==> src/bogr_pkg.sv <==
package bogr_pkg;

  // Bus geometry: 32-bit data, registers sit one per aligned word
  localparam int BOGR_DW = 32;
  localparam int BOGR_AW = 12;
  localparam int BOGR_IW = 10;

  // Register indices as printed; byte address is four times the index
  localparam logic [9:0] IDX_SRC1_ADDR_BYTE0_RED = 10'h09D;
  localparam logic [9:0] IDX_SRC1_ADDR_BYTE1_GREEN = 10'h09E;
  localparam logic [9:0] IDX_SRC1_ADDR_BYTE2_BLUE = 10'h09F;
  localparam logic [9:0] IDX_SRC1_ADDR_BYTE3 = 10'h0A0;
  localparam logic [9:0] IDX_SRC1_WIDTH_LOW = 10'h0A1;
  localparam logic [9:0] IDX_SRC1_WIDTH_HIGH = 10'h0A2;
  localparam logic [9:0] IDX_SRC1_X_LOW = 10'h0A3;
  localparam logic [9:0] IDX_SRC1_X_HIGH = 10'h0A4;
  localparam logic [9:0] IDX_SRC1_Y_LOW = 10'h0A5;
  localparam logic [9:0] IDX_SRC1_Y_HIGH = 10'h0A6;
  localparam logic [9:0] IDX_DEST_ADDR_BYTE0 = 10'h0A7;
  localparam logic [9:0] IDX_DEST_ADDR_BYTE1 = 10'h0A8;
  localparam logic [9:0] IDX_DEST_ADDR_BYTE2 = 10'h0A9;
  localparam logic [9:0] IDX_DEST_ADDR_BYTE3 = 10'h0AA;
  localparam logic [9:0] IDX_DEST_WIDTH_LOW = 10'h0AB;
  localparam logic [9:0] IDX_DEST_WIDTH_HIGH = 10'h0AC;
  localparam logic [9:0] IDX_DEST_X_LOW = 10'h0AD;
  localparam logic [9:0] IDX_DEST_X_HIGH = 10'h0AE;
  localparam logic [9:0] IDX_DEST_Y_LOW = 10'h0AF;
  localparam logic [9:0] IDX_SRC1_DEPTH_CTRL = 10'h0F0;
  localparam logic [9:0] IDX_BANK_STATUS = 10'h0F1;

  // The byte bank is contiguous from the first to the last index
  localparam logic [9:0] BOGR_BANK_FIRST = IDX_SRC1_ADDR_BYTE0_RED;
  localparam logic [9:0] BOGR_BANK_LAST = IDX_DEST_Y_LOW;
  localparam int BOGR_NUM = 19;
  localparam int BOGR_SW = 5;

  // Writable bits of each bank byte, in bank order
  localparam logic [7:0] BOGR_WMASK [0:BOGR_NUM-1] = '{
    8'hFF, 8'hFF, 8'hFF, 8'hFF,   // Source 1 address or constant colour
    8'hFC, 8'h1F,                 // Source 1 width, low bits fixed
    8'hFF, 8'h1F, 8'hFF, 8'h1F,   // Source 1 X and Y
    8'hFC, 8'hFF, 8'hFF, 8'hFF,   // Destination address, low bits fixed
    8'hFC, 8'h1F,                 // Destination width, low bits fixed
    8'hFF, 8'h1F, 8'hFF           // Destination X and Y low
  };

  // Bank positions used by the output assembly
  localparam int POS_S1A0 = 0;
  localparam int POS_S1A1 = 1;
  localparam int POS_S1A2 = 2;
  localparam int POS_S1A3 = 3;
  localparam int POS_S1WL = 4;
  localparam int POS_S1WH = 5;
  localparam int POS_S1XL = 6;
  localparam int POS_S1XH = 7;
  localparam int POS_S1YL = 8;
  localparam int POS_S1YH = 9;
  localparam int POS_DA0 = 10;
  localparam int POS_DA1 = 11;
  localparam int POS_DA2 = 12;
  localparam int POS_DA3 = 13;
  localparam int POS_DWL = 14;
  localparam int POS_DWH = 15;
  localparam int POS_DXL = 16;
  localparam int POS_DXH = 17;
  localparam int POS_DYL = 18;

  // Field layouts and reset values
  localparam logic [7:0] BOGR_BYTE_RESET = 8'h00;
  localparam logic [2:0] BOGR_DEPTH_RESET = 3'h0;
  localparam logic [2:0] BOGR_DEPTH_CONST = 3'h3;
  localparam int BOGR_HI_W = 5;
  localparam int STAT_LIVE_CONST = 0;
  localparam int STAT_ACTIVE_CONST = 1;
  localparam int STAT_PENDING = 2;

endpackage

==> src/bogr_regs.sv <==
// What this block does
// Source 1 address bytes two and three stored
// Constant mode: blue taken from address byte two
// Constant mode: top address byte ignored
// Source 1 width 13 bits, low two fixed zero
// Source 1 X stored as 13 bits
// Source 1 Y stored as 13 bits
// Destination address 32 bits, low two fixed zero
// Software keeps destination outside source regions
// Destination width 13 bits, low two fixed zero
// Destination X stored as 13 bits
// Destination Y low byte writable
// Depth code 011 selects constant colour mode
// Constant mode: red from lowest address byte
// Constant mode: green from address byte one
// Unused high bits ignore writes, read zero
// All reset zero; writes apply at next start
`timescale 1ns/1ps
module bogr_regs
  import bogr_pkg::*;
(
  input wire logic ref_clk,
  input wire logic rst_b,
  input wire logic wb_cyc_i,
  input wire logic wb_stb_i,
  input wire logic wb_we_i,
  input wire logic [BOGR_AW-1:0] wb_adr_i,
  input wire logic [3:0] wb_sel_i,
  input wire logic [BOGR_DW-1:0] wb_dat_i,
  output logic [BOGR_DW-1:0] wb_dat_o,
  output logic wb_ack_o,
  input wire logic engineStart,
  output logic src1ConstMode,
  output logic [2:0] src1Depth,
  output logic [31:0] src1StartAddr,
  output logic [7:0] constColourRed,
  output logic [7:0] constColourGreen,
  output logic [7:0] constColourBlue,
  output logic [12:0] src1Width,
  output logic [12:0] src1X,
  output logic [12:0] src1Y,
  output logic [31:0] destStartAddr,
  output logic [12:0] destWidth,
  output logic [12:0] destX,
  output logic [7:0] destYLow
);

  ////////////////////////////////////////////////////////////////////////////
  // Reset and blank words, built from the byte reset value so that
  // a change to the byte reset follows through every wide copy

  localparam logic [31:0] WORD_RESET = {4{BOGR_BYTE_RESET}};
  localparam logic [12:0] FIELD_RESET =
    {BOGR_BYTE_RESET[BOGR_HI_W-1:0], BOGR_BYTE_RESET};

  ////////////////////////////////////////////////////////////////////////////
  // Address decode helpers

  // True when the word index falls inside the byte bank
  function automatic logic bankHit(input logic [BOGR_IW-1:0] idx);
    bankHit = (idx >= BOGR_BANK_FIRST) && (idx <= BOGR_BANK_LAST);
  endfunction

  // Position inside the bank; only meaningful when bankHit is true
  function automatic logic [BOGR_SW-1:0] bankPos(
    input logic [BOGR_IW-1:0] idx);
    logic [BOGR_IW-1:0] diff;
    diff = idx - BOGR_BANK_FIRST;
    bankPos = diff[BOGR_SW-1:0];
  endfunction

  // Joins the live five bits of a high byte onto its low byte
  function automatic logic [12:0] join13(input logic [7:0] hi,
    input logic [7:0] lo);
    join13 = {hi[BOGR_HI_W-1:0], lo};
  endfunction

  // Joins four bank bytes, lowest address byte first
  function automatic logic [31:0] join32(input logic [7:0] b0,
    input logic [7:0] b1, input logic [7:0] b2, input logic [7:0] b3);
    join32 = {b3, b2, b1, b0};
  endfunction

  ////////////////////////////////////////////////////////////////////////////
  // Bus request qualification

  logic [BOGR_IW-1:0] wordIdx;
  logic reqLive;
  logic wrStb;
  logic ackReg;
  logic [BOGR_DW-1:0] rdataReg;

  // A request is served once; ack drops the cycle after it was given
  assign wordIdx = wb_adr_i[BOGR_AW-1:2];
  assign reqLive = wb_cyc_i && wb_stb_i && !ackReg;
  // Only lane 0 carries the byte registers
  assign wrStb = reqLive && wb_we_i && wb_sel_i[0];

  ////////////////////////////////////////////////////////////////////////////
  // Byte bank, one flop group per register

  logic [7:0] bankReg [0:BOGR_NUM-1];
  logic [BOGR_NUM-1:0] bankSel;

  // One-hot write select, decoded once for the whole bank; a write
  // with lane 0 off selects nothing, yet it is still acknowledged
  for (genvar i = 0; i < BOGR_NUM; i++) begin : gSel
    assign bankSel[i] = wrStb && bankHit(wordIdx) &&
                        bankPos(wordIdx) == BOGR_SW'(i);
  end

  // Masking on write keeps fixed and unused bits at zero for good
  for (genvar i = 0; i < BOGR_NUM; i++) begin : gBank
    always_ff @(posedge ref_clk or negedge rst_b) begin
      if (!rst_b) begin
        bankReg[i] <= BOGR_BYTE_RESET;
      end else if (bankSel[i]) begin
        bankReg[i] <= wb_dat_i[7:0] & BOGR_WMASK[i];
      end
    end
  end

  ////////////////////////////////////////////////////////////////////////////
  // Source 1 colour depth control

  logic [2:0] depthReg;
  logic liveConst;

  // Depth field is stored here so the constant mode can be decoded
  always_ff @(posedge ref_clk or negedge rst_b) begin
    if (!rst_b) begin
      depthReg <= BOGR_DEPTH_RESET;
    end else if (wrStb && wordIdx == IDX_SRC1_DEPTH_CTRL) begin
      depthReg <= wb_dat_i[2:0];
    end
  end

  assign liveConst = (depthReg == BOGR_DEPTH_CONST);

  ////////////////////////////////////////////////////////////////////////////
  // Pending flag: settings written but not yet used by a transfer

  logic pendingReg;
  logic bankWrite;

  assign bankWrite = wrStb && (bankHit(wordIdx) ||
                     wordIdx == IDX_SRC1_DEPTH_CTRL);

  // A write in the start cycle wins, since it misses that snapshot
  always_ff @(posedge ref_clk or negedge rst_b) begin
    if (!rst_b) begin
      pendingReg <= 1'b0;
    end else if (bankWrite) begin
      pendingReg <= 1'b1;
    end else if (engineStart) begin
      pendingReg <= 1'b0;
    end
  end

  ////////////////////////////////////////////////////////////////////////////
  // Snapshot values assembled from the bank

  // Live values follow the bank at once; only the copies wait
  logic [31:0] src1AddrLive;
  logic [31:0] destAddrLive;
  logic [7:0] redLive;
  logic [7:0] greenLive;
  logic [7:0] blueLive;
  logic [12:0] src1WidthLive;
  logic [12:0] src1XLive;
  logic [12:0] src1YLive;
  logic [12:0] destWidthLive;
  logic [12:0] destXLive;

  // Constant mode blanks the whole address, top byte included, so a
  // stale top byte can never leak into an address the engine uses
  assign src1AddrLive = liveConst ? WORD_RESET :
    join32(bankReg[POS_S1A0], bankReg[POS_S1A1],
           bankReg[POS_S1A2], bankReg[POS_S1A3]);
  assign destAddrLive = join32(bankReg[POS_DA0], bankReg[POS_DA1],
                               bankReg[POS_DA2], bankReg[POS_DA3]);

  // The same address bytes double as the constant colour; outside
  // constant mode the engine sees zero rather than an address byte
  assign redLive = liveConst ? bankReg[POS_S1A0] : BOGR_BYTE_RESET;
  assign greenLive = liveConst ? bankReg[POS_S1A1] : BOGR_BYTE_RESET;
  assign blueLive = liveConst ? bankReg[POS_S1A2] : BOGR_BYTE_RESET;

  // Thirteen-bit fields: five live bits of the high byte over the low
  assign src1WidthLive = join13(bankReg[POS_S1WH], bankReg[POS_S1WL]);
  assign src1XLive = join13(bankReg[POS_S1XH], bankReg[POS_S1XL]);
  assign src1YLive = join13(bankReg[POS_S1YH], bankReg[POS_S1YL]);
  assign destWidthLive = join13(bankReg[POS_DWH], bankReg[POS_DWL]);
  assign destXLive = join13(bankReg[POS_DXH], bankReg[POS_DXL]);

  ////////////////////////////////////////////////////////////////////////////
  // Engine-facing copies, loaded only when a transfer starts
  // Holding copies keeps a running transfer stable while software
  // reprograms the next one. A write in the start cycle misses the copy.

  // Constant mode flag
  always_ff @(posedge ref_clk or negedge rst_b) begin
    if (!rst_b) begin
      src1ConstMode <= 1'b0;
    end else if (engineStart) begin
      src1ConstMode <= liveConst;
    end
  end

  // Depth field as the engine sees it
  always_ff @(posedge ref_clk or negedge rst_b) begin
    if (!rst_b) begin
      src1Depth <= BOGR_DEPTH_RESET;
    end else if (engineStart) begin
      src1Depth <= depthReg;
    end
  end

  // Source 1 start address
  always_ff @(posedge ref_clk or negedge rst_b) begin
    if (!rst_b) begin
      src1StartAddr <= WORD_RESET;
    end else if (engineStart) begin
      src1StartAddr <= src1AddrLive;
    end
  end

  // Red component
  always_ff @(posedge ref_clk or negedge rst_b) begin
    if (!rst_b) begin
      constColourRed <= BOGR_BYTE_RESET;
    end else if (engineStart) begin
      constColourRed <= redLive;
    end
  end

  // Green component
  always_ff @(posedge ref_clk or negedge rst_b) begin
    if (!rst_b) begin
      constColourGreen <= BOGR_BYTE_RESET;
    end else if (engineStart) begin
      constColourGreen <= greenLive;
    end
  end

  // Blue component
  always_ff @(posedge ref_clk or negedge rst_b) begin
    if (!rst_b) begin
      constColourBlue <= BOGR_BYTE_RESET;
    end else if (engineStart) begin
      constColourBlue <= blueLive;
    end
  end

  // Source 1 width; its low two bits were never writable
  always_ff @(posedge ref_clk or negedge rst_b) begin
    if (!rst_b) begin
      src1Width <= FIELD_RESET;
    end else if (engineStart) begin
      src1Width <= src1WidthLive;
    end
  end

  // Source 1 window X
  always_ff @(posedge ref_clk or negedge rst_b) begin
    if (!rst_b) begin
      src1X <= FIELD_RESET;
    end else if (engineStart) begin
      src1X <= src1XLive;
    end
  end

  // Source 1 window Y
  always_ff @(posedge ref_clk or negedge rst_b) begin
    if (!rst_b) begin
      src1Y <= FIELD_RESET;
    end else if (engineStart) begin
      src1Y <= src1YLive;
    end
  end

  // Destination start address; overlap with the sources is left to
  // software, the bank does not check it
  always_ff @(posedge ref_clk or negedge rst_b) begin
    if (!rst_b) begin
      destStartAddr <= WORD_RESET;
    end else if (engineStart) begin
      destStartAddr <= destAddrLive;
    end
  end

  // Destination width
  always_ff @(posedge ref_clk or negedge rst_b) begin
    if (!rst_b) begin
      destWidth <= FIELD_RESET;
    end else if (engineStart) begin
      destWidth <= destWidthLive;
    end
  end

  // Destination window X
  always_ff @(posedge ref_clk or negedge rst_b) begin
    if (!rst_b) begin
      destX <= FIELD_RESET;
    end else if (engineStart) begin
      destX <= destXLive;
    end
  end

  // Destination window Y low byte
  always_ff @(posedge ref_clk or negedge rst_b) begin
    if (!rst_b) begin
      destYLow <= BOGR_BYTE_RESET;
    end else if (engineStart) begin
      destYLow <= bankReg[POS_DYL];
    end
  end

  ////////////////////////////////////////////////////////////////////////////
  // Read data and acknowledge

  logic [BOGR_DW-1:0] rdataNext;
  logic [BOGR_DW-1:0] statWord;
  logic [BOGR_DW-1:0] depthWord;

  // Status bits: live mode, mode the engine holds, unapplied writes
  always_comb begin
    statWord = '0;
    statWord[STAT_LIVE_CONST] = liveConst;
    statWord[STAT_ACTIVE_CONST] = src1ConstMode;
    statWord[STAT_PENDING] = pendingReg;
  end

  // Depth field in the low bits, the rest reads zero
  always_comb begin
    depthWord = '0;
    depthWord[2:0] = depthReg;
  end

  // Unmapped words answer with zero so the bus never hangs
  always_comb begin
    rdataNext = '0;
    if (bankHit(wordIdx)) begin
      rdataNext[7:0] = bankReg[bankPos(wordIdx)];
    end else if (wordIdx == IDX_SRC1_DEPTH_CTRL) begin
      rdataNext = depthWord;
    end else if (wordIdx == IDX_BANK_STATUS) begin
      rdataNext = statWord;
    end
  end

  // Single-wait answer: ack one edge after the request is seen
  // Acking unmapped words too means a stray access never stalls
  always_ff @(posedge ref_clk or negedge rst_b) begin
    if (!rst_b) begin
      ackReg <= 1'b0;
    end else begin
      ackReg <= reqLive;
    end
  end

  // Read data captured with the ack and held only for that cycle
  always_ff @(posedge ref_clk or negedge rst_b) begin
    if (!rst_b) begin
      rdataReg <= '0;
    end else if (reqLive && !wb_we_i) begin
      rdataReg <= rdataNext;
    end else begin
      rdataReg <= '0;
    end
  end

  assign wb_ack_o = ackReg;
  assign wb_dat_o = rdataReg;

endmodule // bogr_regs

==> config.mk <==
export PLATFORM = sky130hd
export DESIGN_NAME = bogr_regs
export DESIGN_NICKNAME = d
export VERILOG_FILES = /design/src/bogr_pkg.sv /design/src/bogr_regs.sv
export SDC_FILE = /design/constraint.sdc
export NUM_CORES = 1
export LEC_CHECK = 0
export BUFFER_PORTS_ARGS = -buffer_cell sky130_fd_sc_hd__buf_2
export CORE_UTILIZATION = 25
export DETAILED_ROUTE_END_ITERATION = 10
export MAX_ROUTING_LAYER = met4
export PLACE_DENSITY = 0.52
export SLEW_MARGIN = 10
export SYNTH_ARGS = -nofsm -noshare
export SYNTH_HDL_FRONTEND = slang
export SYNTH_SLANG_ARGS = --single-unit
==> constraint.sdc <==
create_clock -name ref_clk -period 2 [get_ports ref_clk]
set_input_delay 0.3 -clock ref_clk [delete_from_list [all_inputs] [get_ports ref_clk]]
set_output_delay 0.3 -clock ref_clk [all_outputs]
set_load 0.01 [all_outputs]
Yosys cells after proc, flatten, opt, wreduce, memory -nomap -nowiden
Index checks and enable logic that the tools add are counted.
W data, S select, Z words.
- flip-flop bits (word level): 303
- bits of input ports: 54
- output and inout bits: 198
- word-level logic and storage cells: 108
- add/subtract/negate cells: 1
- magnitude comparators: 3
- equal/unequal tests: 21
- muxes and demuxes: 13
- bitwise operators: 1
- reductions and logical operators: 33
- operators by type and width (operator ; number):
    $mux W8 ; 7
    $bmux W8 S5 ; 1
    $eq A5 B4 Y1 const B ; 8
    $mux W32 ; 1
    $logic_and A1 B1 Y1 ; 28
    $eq A10 B8 Y1 const B ; 2
    $eq A5 B3 Y1 const B ; 4
    $eq A5 B5 Y1 const B ; 3
    $eq A5 B2 Y1 const B ; 2
    $ge A10 B8 Y1 const B ; 1
    $le A10 B8 Y1 const B ; 1
    $ge A6 B6 Y1 const B ; 1
    $mux W3 ; 2
    $not A5 Y6 ; 1
    $eq A5 B1 Y1 const B ; 1
    $logic_not A5 Y1 ; 1
    $sub A5 B5 Y5 const B ; 1
    $eq A3 B2 Y1 const B ; 1
    $logic_not A1 Y1 ; 2
    $mux W1 ; 2
    $reduce_bool A2 Y1 ; 1
    $logic_or A1 B1 Y1 ; 1

Logic depth before layout (Yosys ltp)
Gate-level depths: netlist of the first run.
- word-level depth: 7
- mapped depth: 12

Least setup slack after synthesis of the first run
Ideal clock, no wire load.
- path kind: in2reg
- from: in wb_adr_i[2]
- to: reg rdataReg[4] (netlist: wb_dat_o[4])
- setup time: 0.139 ns
- data arrival time: 2.534 ns
- required time: 1.861 ns
- slack: -0.673 ns
- cell stages on the path: 10
- path buffers: 5
- path through: buf_4 buf_4 inv_2 ha_1 buf_2 buf_2 buf_2 mux4_2 a222oi_1 a211oi_1
- longest elaborated chain between the ends: 7
- elaborated cells on any way between the ends: 10
- classes of those cells: 1 x add/sub; 2 x order compare; 5 x mux; 1 x bitwise; 1 x reduce/logical
- ends and longest elaborated chain (what ; RTL line ; text):
    start, declared ; bogr_regs.sv:27 ; input wire logic [BOGR_AW-1:0] wb_adr_i,
    $sub A5 B5 Y5 ; bogr_regs.sv:68 ; diff = idx - BOGR_BANK_FIRST;
    $not A5 Y6 (implied by the code) ; bogr_regs.sv:344 ; rdataNext[7:0] = bankReg[bankPos(wordIdx)];
    $bmux W8 S5 ; bogr_regs.sv:344 ;
    $mux W8 (implied by the code) (2 in a row) ; bogr_regs.sv:344 ;
    $mux W8 (*) ; bogr_regs.sv:343 ; if (bankHit(wordIdx)) begin
    $mux W8 (*) ; bogr_regs.sv:366 ; end else if (reqLive && !wb_we_i) begin
    end signal, assigned ; bogr_regs.sv:367 ; rdataReg <= rdataNext;
    end, declared ; bogr_regs.sv:91 ; logic [BOGR_DW-1:0] rdataReg;
Mark *: on every way between the ends. The rest lies on a longest branch, timed or not. The select of a mux whose other input is x is not followed.
A chain may end at the register's enable or synchronous reset.

Final worst setup path of the first run
- from: reg ackReg (netlist: wb_ack_o)
- to: reg bankReg[59] (netlist name)
- longest elaborated chain between the ends: 6
- ends and longest elaborated chain (what ; RTL line ; text):
    start, declared ; bogr_regs.sv:90 ; logic ackReg;
    start signal, assigned ; bogr_regs.sv:358 ; ackReg <= reqLive;
    $logic_not A1 Y1 ; bogr_regs.sv:95 ; assign reqLive = wb_cyc_i && wb_stb_i && !ackReg;
    $logic_and A1 B1 Y1 ; bogr_regs.sv:95 ;
    named net reqLive ; bogr_regs.sv:88 ; logic reqLive;
    $logic_and A1 B1 Y1 (2 in a row) ; bogr_regs.sv:97 ; assign wrStb = reqLive && wb_we_i && wb_sel_i[0];
    $logic_and A1 B1 Y1 (2 in a row) ; bogr_regs.sv:108 ; assign bankSel[i] = wrStb && bankHit(wordIdx) &&
    end signal, assigned by index ; bogr_regs.sv:118 ; bankReg[i] <= wb_dat_i[7:0] & BOGR_WMASK[i];
    end, declared ; bogr_regs.sv:102 ; logic [7:0] bankReg [0:BOGR_NUM-1];
The timed path passes the listed nets, and every way through them passes these cells.

==> summary.md, run 1 <==
Entering global routing, the biggest net connects 65 pins. After detailed routing, the number of remaining DRC violations is 0. The number of failing hold endpoints at the final stage was 0. The tools report the highest achievable clock rate as 522 MHz. The leading register cell type out of synthesis is sky130_fd_sc_hd__dfrtp_1. The die outline area is 52700 sq um, and the average via count per standard cell is 4.47.

For the last weighted congestion value of the routability-driven placer, the log shows 0.821. The logs give 0.331 for the final core utilization and 550 ps for the latest clock arrival within the worst-skew pair. The async set-or-reset flop fraction in the synthesized netlist works out to 1.00.

Counting flops with a built-in enable in the synthesized netlist gives 0. The tools report the required arrival time at the worst endpoint as 2440 ps. The overall power consumption came out at 13.7 mW. The run gives 8363 as the via total after detailed routing. The buffer type at the clock tree root was sky130_fd_sc_hd__clkbuf_16. After clock tree synthesis, the clock-pin slew on the worst setup and hold paths is 60 ps.

Along the worst hold path, the cell count comes to 4. The tools report the sequential element share of the synthesized area as 0.586. In the final routed layout, each cell accounts on average for 21.1 microns. The worst register-to-register path ends at bankReg[59].

The cell family with the largest share of critical-path delay is simple AND/OR/NAND/NOR gates. The number of synthesis warnings was 0; the met1 global-route usage was 0.211. Subtracting the final worst setup slack from the clock period gives 1920 ps. The internal portion of the total power is 10.4 mW. The die outline width was 230 microns.

The signal on the critical path passes through nand3b_1, inv_2, and4_4, nand3_4, buf_6, nor2_4, buf_12, mux2_2. The logs give 0.233 for the fraction of met2 tracks used by global routing and 0.156 for the global router's overall resource usage. The tools report the maximum level of the CTS H-tree as 2. In the final layout, the multi-input gates occupy 5280 sq um. Synthesis handed over a netlist of 884 instances.

Register-to-register path setup slack: 80 ps. The maximum fanout along the worst path is 8, and the leakage power summed over all cells is 8.81 nW. The run finished with clean final reports. The logs give 1873 for the count of non-filler cells in the finished layout and 0 for the initial antenna violation count.

In this run the remaining antenna-violating nets after routing total 0. The post-detailed-routing wire length is 39600 microns. The number of fillers in the final layout is 5104, and the register area is 7580 sq um. For the total congestion overflow after global routing, the log shows 0. Number of antenna cells inserted: 0. The first detailed-routing pass ran for 4 iterations. In this run the power density over the cells is 808 nW/um^2. The startpoint-to-endpoint class of the critical path is reg -> reg. Once placement completed, the tool counted placed cells totaling 1804. TritonCTS built the clock tree.

After synthesis the netlist holds a flip-flop and latch count of 303. The library cell used most frequently in the layout, excluding fill and tap cells, is sky130_fd_sc_hd__dfrtp_1. Hold is met by 176 ps. The total of max-cap violations was 0; the delay of the slowest critical-path stage was 360 ps.

In this run the mean area of a mapped cell was 14.6 sq um. Actual slew at the worst max-slew pin: 1130 ps. The total buffers and inverters traversed by the critical path came out at 3.

The floorplan has 83 rows. The run gives 0.450 as the share of power burned in registers. The switching share of total power is 0.238, and the number of DRC markers after the initial detailed-route iteration is 370.

The first global-routing pass estimated 59200 microns of wire. The run gives 0.484 as the clock power share. The final cycle utilization of the critical path came out at 0.958. Critical-path cell with the highest stage delay: sky130_fd_sc_hd__dfrtp_1. Synthesis instantiated 62 different standard cells from the library. The worst hold path terminates at wb_dat_o[2]. The final layout contains 1227 nets. The global-route met3 utilization was 0.0280. The logs give 0.253 for the initial cell density of the core and 3 for the maximum buffer depth of the clock tree. Cell count of the worst reg-to-reg path: 8.

The startpoint identified for the worst hold timing path is wb_we_i. The run gives 432 uV as the worst-case vdd ir drop. Data on the critical path arrives at its endpoint at 2350 ps.

Buffers placed on the I/O ports in this run total 192. The number of clock buffers added by TritonCTS is 37. The final-report max-slew violation count was 0; the max-slew headroom at the worst pin was 0.246. The tools report the fraction of power consumed by combinational cells as 0.066. STA classifies the critical path endpoint as a register.

The startpoint class of the critical path is a register. The class of the tightest hold or removal check is in -> reg. The clock net in this run drives a total of 303 sinks. The number of global-route vias before repair came out at 8839.

The share of final-layout standard cells stronger than drive strength 1 works out to 0.547. The tools report the startpoint of the worst-slack reg-to-reg timing path as wb_ack_o. Switching power summed over all nets: 3.25 mW.

The region available for standard cell placement spans 51200 sq um. The netlist area before placement came out at 12900 sq um. In this run the most used layer during global routing was met2.

The setup skew after layout came out at 18.9 ps. The count of endpoints failing setup in the final report came out at 0. The library cells used most frequently in the layout, excluding fill and tap cells, are 303 x sky130_fd_sc_hd__dfrtp_1, 222 x sky130_fd_sc_hd__mux2_2, 190 x sky130_fd_sc_hd__buf_2. The number of placed I/O pins is 252, and the overall die height is 230 microns. Detailed placement ended at an HPWL of 28600 microns.

The relative area change from synthesis to final layout came out at 30.8%.
## metal layers
metal  wire, microns  up-vias
li1                -     3810
met1           18500     4299
met2           18200      196
met3            1740       58
met4            1080        0
met5               0        -
## worst register-to-register path, delay by kind of cell (launching register included)
kind	cells	cell delay, ps
mux	1	330
buf+inv	3	420
flops	1	360
simple gates	4	700
## metrics by stage
stage	instance area, sq um	setup WS (ps)	setup TNS (ps)
after floorplan	13300	-272	-24360
after global placement	15600	-483	-39050
after detailed placement	15600	-512	-44150
after CTS	16900	-48.6	-770
after global routing	16900	-3.43	-6.61
final	16900	84.0	0
## Yosys cell counts (4+ instances only)
cell | number | share of area
sky130_fd_sc_hd__mux4_2 | 17 | 0.030
sky130_fd_sc_hd__nand3_1 | 5 | 0.0019
sky130_fd_sc_hd__clkbuf_1 | 32 | 0.0093
sky130_fd_sc_hd__dfrtp_1 | 303 | 0.59
sky130_fd_sc_hd__nand2_1 | 21 | 0.0061
sky130_fd_sc_hd__a22o_1 | 56 | 0.038
sky130_fd_sc_hd__inv_1 | 6 | 0.0017
sky130_fd_sc_hd__nor3_1 | 7 | 0.0027
sky130_fd_sc_hd__nor2b_1 | 5 | 0.0024
sky130_fd_sc_hd__mux2_2 | 243 | 0.21
sky130_fd_sc_hd__o311a_1 | 5 | 0.0039
sky130_fd_sc_hd__nor2_1 | 17 | 0.0049
sky130_fd_sc_hd__nand2b_1 | 4 | 0.0019
sky130_fd_sc_hd__mux2i_1 | 18 | 0.014
sky130_fd_sc_hd__buf_4 | 33 | 0.019
sky130_fd_sc_hd__a21oi_1 | 17 | 0.0066
sky130_fd_sc_hd__o21ai_0 | 7 | 0.0027
sky130_fd_sc_hd__ha_1 | 4 | 0.0039
sky130_fd_sc_hd__buf_2 | 8 | 0.0031
sky130_fd_sc_hd__a221oi_1 | 5 | 0.0034
sky130_fd_sc_hd__buf_1 | 8 | 0.0023
## how the worst max path moves through the flow
stage	depth (start not counted)	slack [ps]	to	start
CTS	7	-50	bankReg[23]	wb_ack_o
global route	8	-3	bankReg[115]	wb_ack_o
finish	8	80	bankReg[59]	wb_ack_o
detailed placement	9	-510	wb_dat_o[1]	wb_adr_i[2]
floorplan	10	-270	bankReg[100]	wb_adr_i[2]
global placement	9	-480	wb_dat_o[1]	wb_adr_i[2]
## flip-flops by register name, summed over array words and instances (netlist names)
| name | cells |
|---|---|
| constColourGreen | 8 |
| src1X | 13 |
| destX | 13 |
| constColourRed | 8 |
| wb_dat_o | 8 |
| depthReg | 3 |
| bankReg | 131 |
| src1StartAddr | 32 |
| src1ConstMode | 1 |
| destWidth | 11 |
| src1Depth | 3 |
| constColourBlue | 8 |
| wb_ack_o | 1 |
| src1Y | 13 |
| src1Width | 11 |
| destYLow | 8 |
| pendingReg | 1 |
| destStartAddr | 30 |
## power by group through the flow
stage	Combinational [mW]	Clock [mW]	Sequential, mW
after floorplan	0.483	0	6.26
after global placement	0.902	0	6.26
after detailed placement	0.908	0	6.26
after CTS	0.917	6.83	6.15
after global routing	0.992	7.05	6.15
final	0.907	6.62	6.15
## timing repair
| item | in CTS | in global routing |
|---|---|---|
| hold endpoints to repair | 49 | 0 |
| setup buffers | 4 | 1 |
| pin swaps | 3 | 2 |
| resized for setup | 6 | 8 |
| hold buffers | 1 | 0 |
| endpoints found under the setup margin | 105 | 129 |
## cells by family after synthesis
logic type	after synthesis	share of synthesized area
other	1	0.000290
AO/OA/AOI/OAI	122	0.0781
flip-flops	303	0.586
AND/OR/NAND/NOR	83	0.0377
buffers and inverters	88	0.0359
XOR/XNOR	5	0.00338
adder cells (fa/ha/maj)	4	0.00387
multiplexers	278	0.255
## layout make-up
class	instances	area share
clock buffers	53	0.0624
repair buffers	298	0.118
well taps	680	0.0503
flip-flops and latches	303	0.448
clock inverters	10	0.00761
multi-input cells	522	0.312
inverters	7	0.00200
(Power assumes the default switching activity.)
==> run 2, diff against run 1 <==
--- a/config.mk
+++ b/config.mk
@@ -6,10 +6,11 @@
 export NUM_CORES = 1
 export LEC_CHECK = 0
 export BUFFER_PORTS_ARGS = -buffer_cell sky130_fd_sc_hd__buf_2
+export CORE_MARGIN = 3
 export CORE_UTILIZATION = 25
 export DETAILED_ROUTE_END_ITERATION = 10
 export MAX_ROUTING_LAYER = met4
-export PLACE_DENSITY = 0.52
+export PLACE_DENSITY = 0.44
 export SLEW_MARGIN = 10
 export SYNTH_ARGS = -nofsm -noshare
 export SYNTH_HDL_FRONTEND = slang
==> run 2 against run 1 <==
Effect of this change:
- global-route usage is 0.34 points lower
- register-to-register slack worse by 20 ps
- routed wire length is 2.0% higher
- core utilization is 0.70 points higher
- power is 2.5% higher
- fmax is 3.6% lower
- non-clock buffer count is 8 higher
- design area is 1.1% higher
- largest power group unchanged
==> summary.md, run 2 (synthesis results as in run 1) <==
The most critical setup path has its endpoint at wb_dat_o[1]. The startpoint class of the critical path is a primary input. Dividing total power by cell area gives a power density of 819 nW/um^2.

Setup repair after global routing could not meet its margin everywhere. After detailed routing, the average wire length per cell comes to 21.5 microns. The final core utilization came out at 0.338.

The floorplan step defined a die boundary enclosing 54500 sq um. The required arrival time at the worst endpoint was 2470 ps; the initial cell density of the core was 0.255. The number of global-route vias before repair is 8850.

The cell count of the worst reg-to-reg path is 8. The critical path starts at wb_adr_i[3]. Detailed placement finished with a half-perimeter wire length of 29500 microns.

For this design the total switching power over the nets is 3.24 mW. The relative area change from synthesis to final layout is 32.2%. Counting flops per register, the top entry is bankReg. For this run the aggregate overflow at the end of global routing stands at 0.

At the pin with the least slew margin, the transition time is 653 ps. CTS built an H-tree with a depth of 2. The tools report the pin count of the biggest net entering global routing as 64. Register-to-register path setup slack: 60 ps. The count of endpoints failing setup in the final report came out at 0.

The placeable core region is 50700 sq um. The clock period minus worst slack was 1990 ps. The number of CTS-inserted buffers came out at 37. Before antenna repair, the detailed router went through 4 iterations.

The average via count per standard cell is 4.48, and the share of final-layout standard cells stronger than drive strength 1 is 0.555. For the final-report max-slew violation count, the log shows 0. For the final routed database, the setup TNS stands at 0 ps. The worst hold path passes through 2 cells.

The cell sitting at the root of the clock tree is a sky130_fd_sc_hd__clkbuf_16. The global router's overall resource usage is 0.152, and the leakage power summed over all cells is 8.88 nW. The final net count was 1235; the maximum buffer depth of the clock tree was 3. TritonCTS built the clock tree.

The flow ran to the end, and the final reports show no timing, DRC or antenna violations. Leaving out fill and tap cells, the most frequent cell in the layout is sky130_fd_sc_hd__dfrtp_1. The worst register-to-register path ends at bankReg[25]. In this run the cell area measured after placement is 15700 sq um. The tools report the number of failing hold endpoints at the final stage as 0.

The clock arrives with 6.46 ps of skew. The logs give 0.560 for the max-slew headroom at the worst pin and 303 for the total clock sinks. Kind of capture point of the worst setup path: a register.

The largest registers in the layout are bankReg x131, src1StartAddr x32, destStartAddr x30. Data arrives at the worst endpoint at 2460 ps. The clock edge transition at the registers on the reported setup and hold paths is 60 ps, and the number of DRC markers after the initial detailed-route iteration is 420. Class of the tightest hold or removal check: in -> reg.

The first global-routing pass estimated 59900 microns of wire. After filler insertion, the fill cell instance count of the layout stands at 5053. In this run the most critical hold path is launched from engineStart. Of all nets on the critical path, the largest fanout is 16. For the post-detailed-routing wire length, the log shows 40400 microns. Across the run, the number of max-cap violations was 0.

The logs give 0 for the post-route DRC violation count and 82 for the count of standard-cell rows. The fraction of power consumed by combinational cells came out at 0.066. For this run, the top clock speed supported by timing is 503 MHz.

The switching share of total power came out at 0.231. Port buffering added 192 buffers. The run gives 540 ps as the latest clock arrival within the worst-skew pair. Internal power comes to 10.8 mW.

Overall die height: 234 microns. The final cycle utilization of the critical path was 0.994. Detailed routing inserted a total of 8413 vias.

The register with the most flip-flops in the layout has 131 of them. The logs give 0.496 for the clock power share and 14.0 mW for the overall power consumption. Pin placement for this block handled 252 I/O pins. The last weighted congestion value of the routability-driven placer was 0.787. The tools report the share of power burned in registers as 0.439. The startpoint identified for the worst register-to-register timing path is wb_ack_o.

From left edge to right edge, the die measures 234 microns. In the layout the commonest cells are 303 x sky130_fd_sc_hd__dfrtp_1, 217 x sky130_fd_sc_hd__mux2_2, 190 x sky130_fd_sc_hd__buf_2. The critical path in this run is classified as in -> reg. Once detail routing completed, the nets flagged for antenna violations numbered 0. After routing the design area is 17100 sq um. On the final layout, the worst hold slack is 164 ps. The worst-case vdd ir drop came out at 422 uV.

The run gives 0 as the initial antenna violation count.
run 2: changes by cell type in the layout (fill, tap and decap cells not counted), moves of 2 or more:
cell / previous run / this run
sky130_fd_sc_hd__clkbuf_1: 9 / 5
sky130_fd_sc_hd__buf_4: 87 / 90
sky130_fd_sc_hd__buf_12: 18 / 20
sky130_fd_sc_hd__clkbuf_16: 37 / 39
sky130_fd_sc_hd__bufinv_16: 2 / 4
sky130_fd_sc_hd__nand2_2: 8 / 10
sky130_fd_sc_hd__clkinv_2: 3 / 7
sky130_fd_sc_hd__clkinvlp_4: 1 / 4
sky130_fd_sc_hd__mux2_2: 222 / 217
sky130_fd_sc_hd__buf_6: 1 / 4
sky130_fd_sc_hd__mux2_4: 21 / 26
run 2: worst max-delay path, cell delays in order:
cell                      delay [ps]
sky130_fd_sc_hd__buf_2           110
sky130_fd_sc_hd__inv_1            80
sky130_fd_sc_hd__ha_4            310
sky130_fd_sc_hd__buf_12          180
sky130_fd_sc_hd__buf_12          160
sky130_fd_sc_hd__mux2i_1          90
sky130_fd_sc_hd__o211a_1         230
sky130_fd_sc_hd__nor4_1          590
sky130_fd_sc_hd__buf_4           230
sky130_fd_sc_hd__o311a_1         170
run 2: worst min path at each step:
stage,to,slack [ps]
finish,destStartAddr[30],160
global route,src1X[7],150
detailed placement,src1Y[8],240
floorplan,bankReg[0],4
CTS,destStartAddr[30],140
global placement,src1Y[8],240
run 2: layout make-up:
class,count,area (sq um),share of cell area
timing repair buffer,306,2100,0.123
inverter,7,33.8,0.00197
sequential,303,7580,0.443
clock buffer,50,1080,0.0629
antenna,1,2.50,0.000146
clock inverter,16,194,0.0113
multi-input combinational,522,5290,0.309
tap,672,841,0.0491
run 2: per-stage QoR:
step | std cells | setup WS [ps]
finish | 1877 | 12.0
floorplan | 913 | -272
global route | 1876 | -42.0
CTS | 1874 | 3.32
detailed placement | 1804 | -757
global placement | 1804 | -801
run 2: repair_timing:
item	in CTS	in global routing
hold buffers	1	0
gates cloned	0	0
pin swaps	3	5
setup endpoints to repair	98	47
endpoints found under the hold margin	32	0
gates resized for setup	8	13
buffers inserted	3	2
run 2: per-layer routing:
layer | up-vias | routed length, microns | GRT usage
met5 | - | 0 | -
met3 | 49 | 1660 | 0.0256
met4 | 0 | 805 | 0.0415
li1 | 3825 | - | -
met2 | 201 | 19000 | 0.239
met1 | 4338 | 18900 | 0.204
run 2: power by group through the flow:
| stage | registers (mW) | logic (mW) | clock network, mW |
|---|---|---|---|
| floorplan | 6.26 | 0.483 | 0 |
| detailed placement | 6.26 | 0.923 | 0 |
| global route | 6.15 | 1.01 | 7.44 |
| CTS | 6.15 | 0.936 | 7.19 |
| finish | 6.15 | 0.921 | 6.95 |
| global placement | 6.26 | 0.919 | 0 |
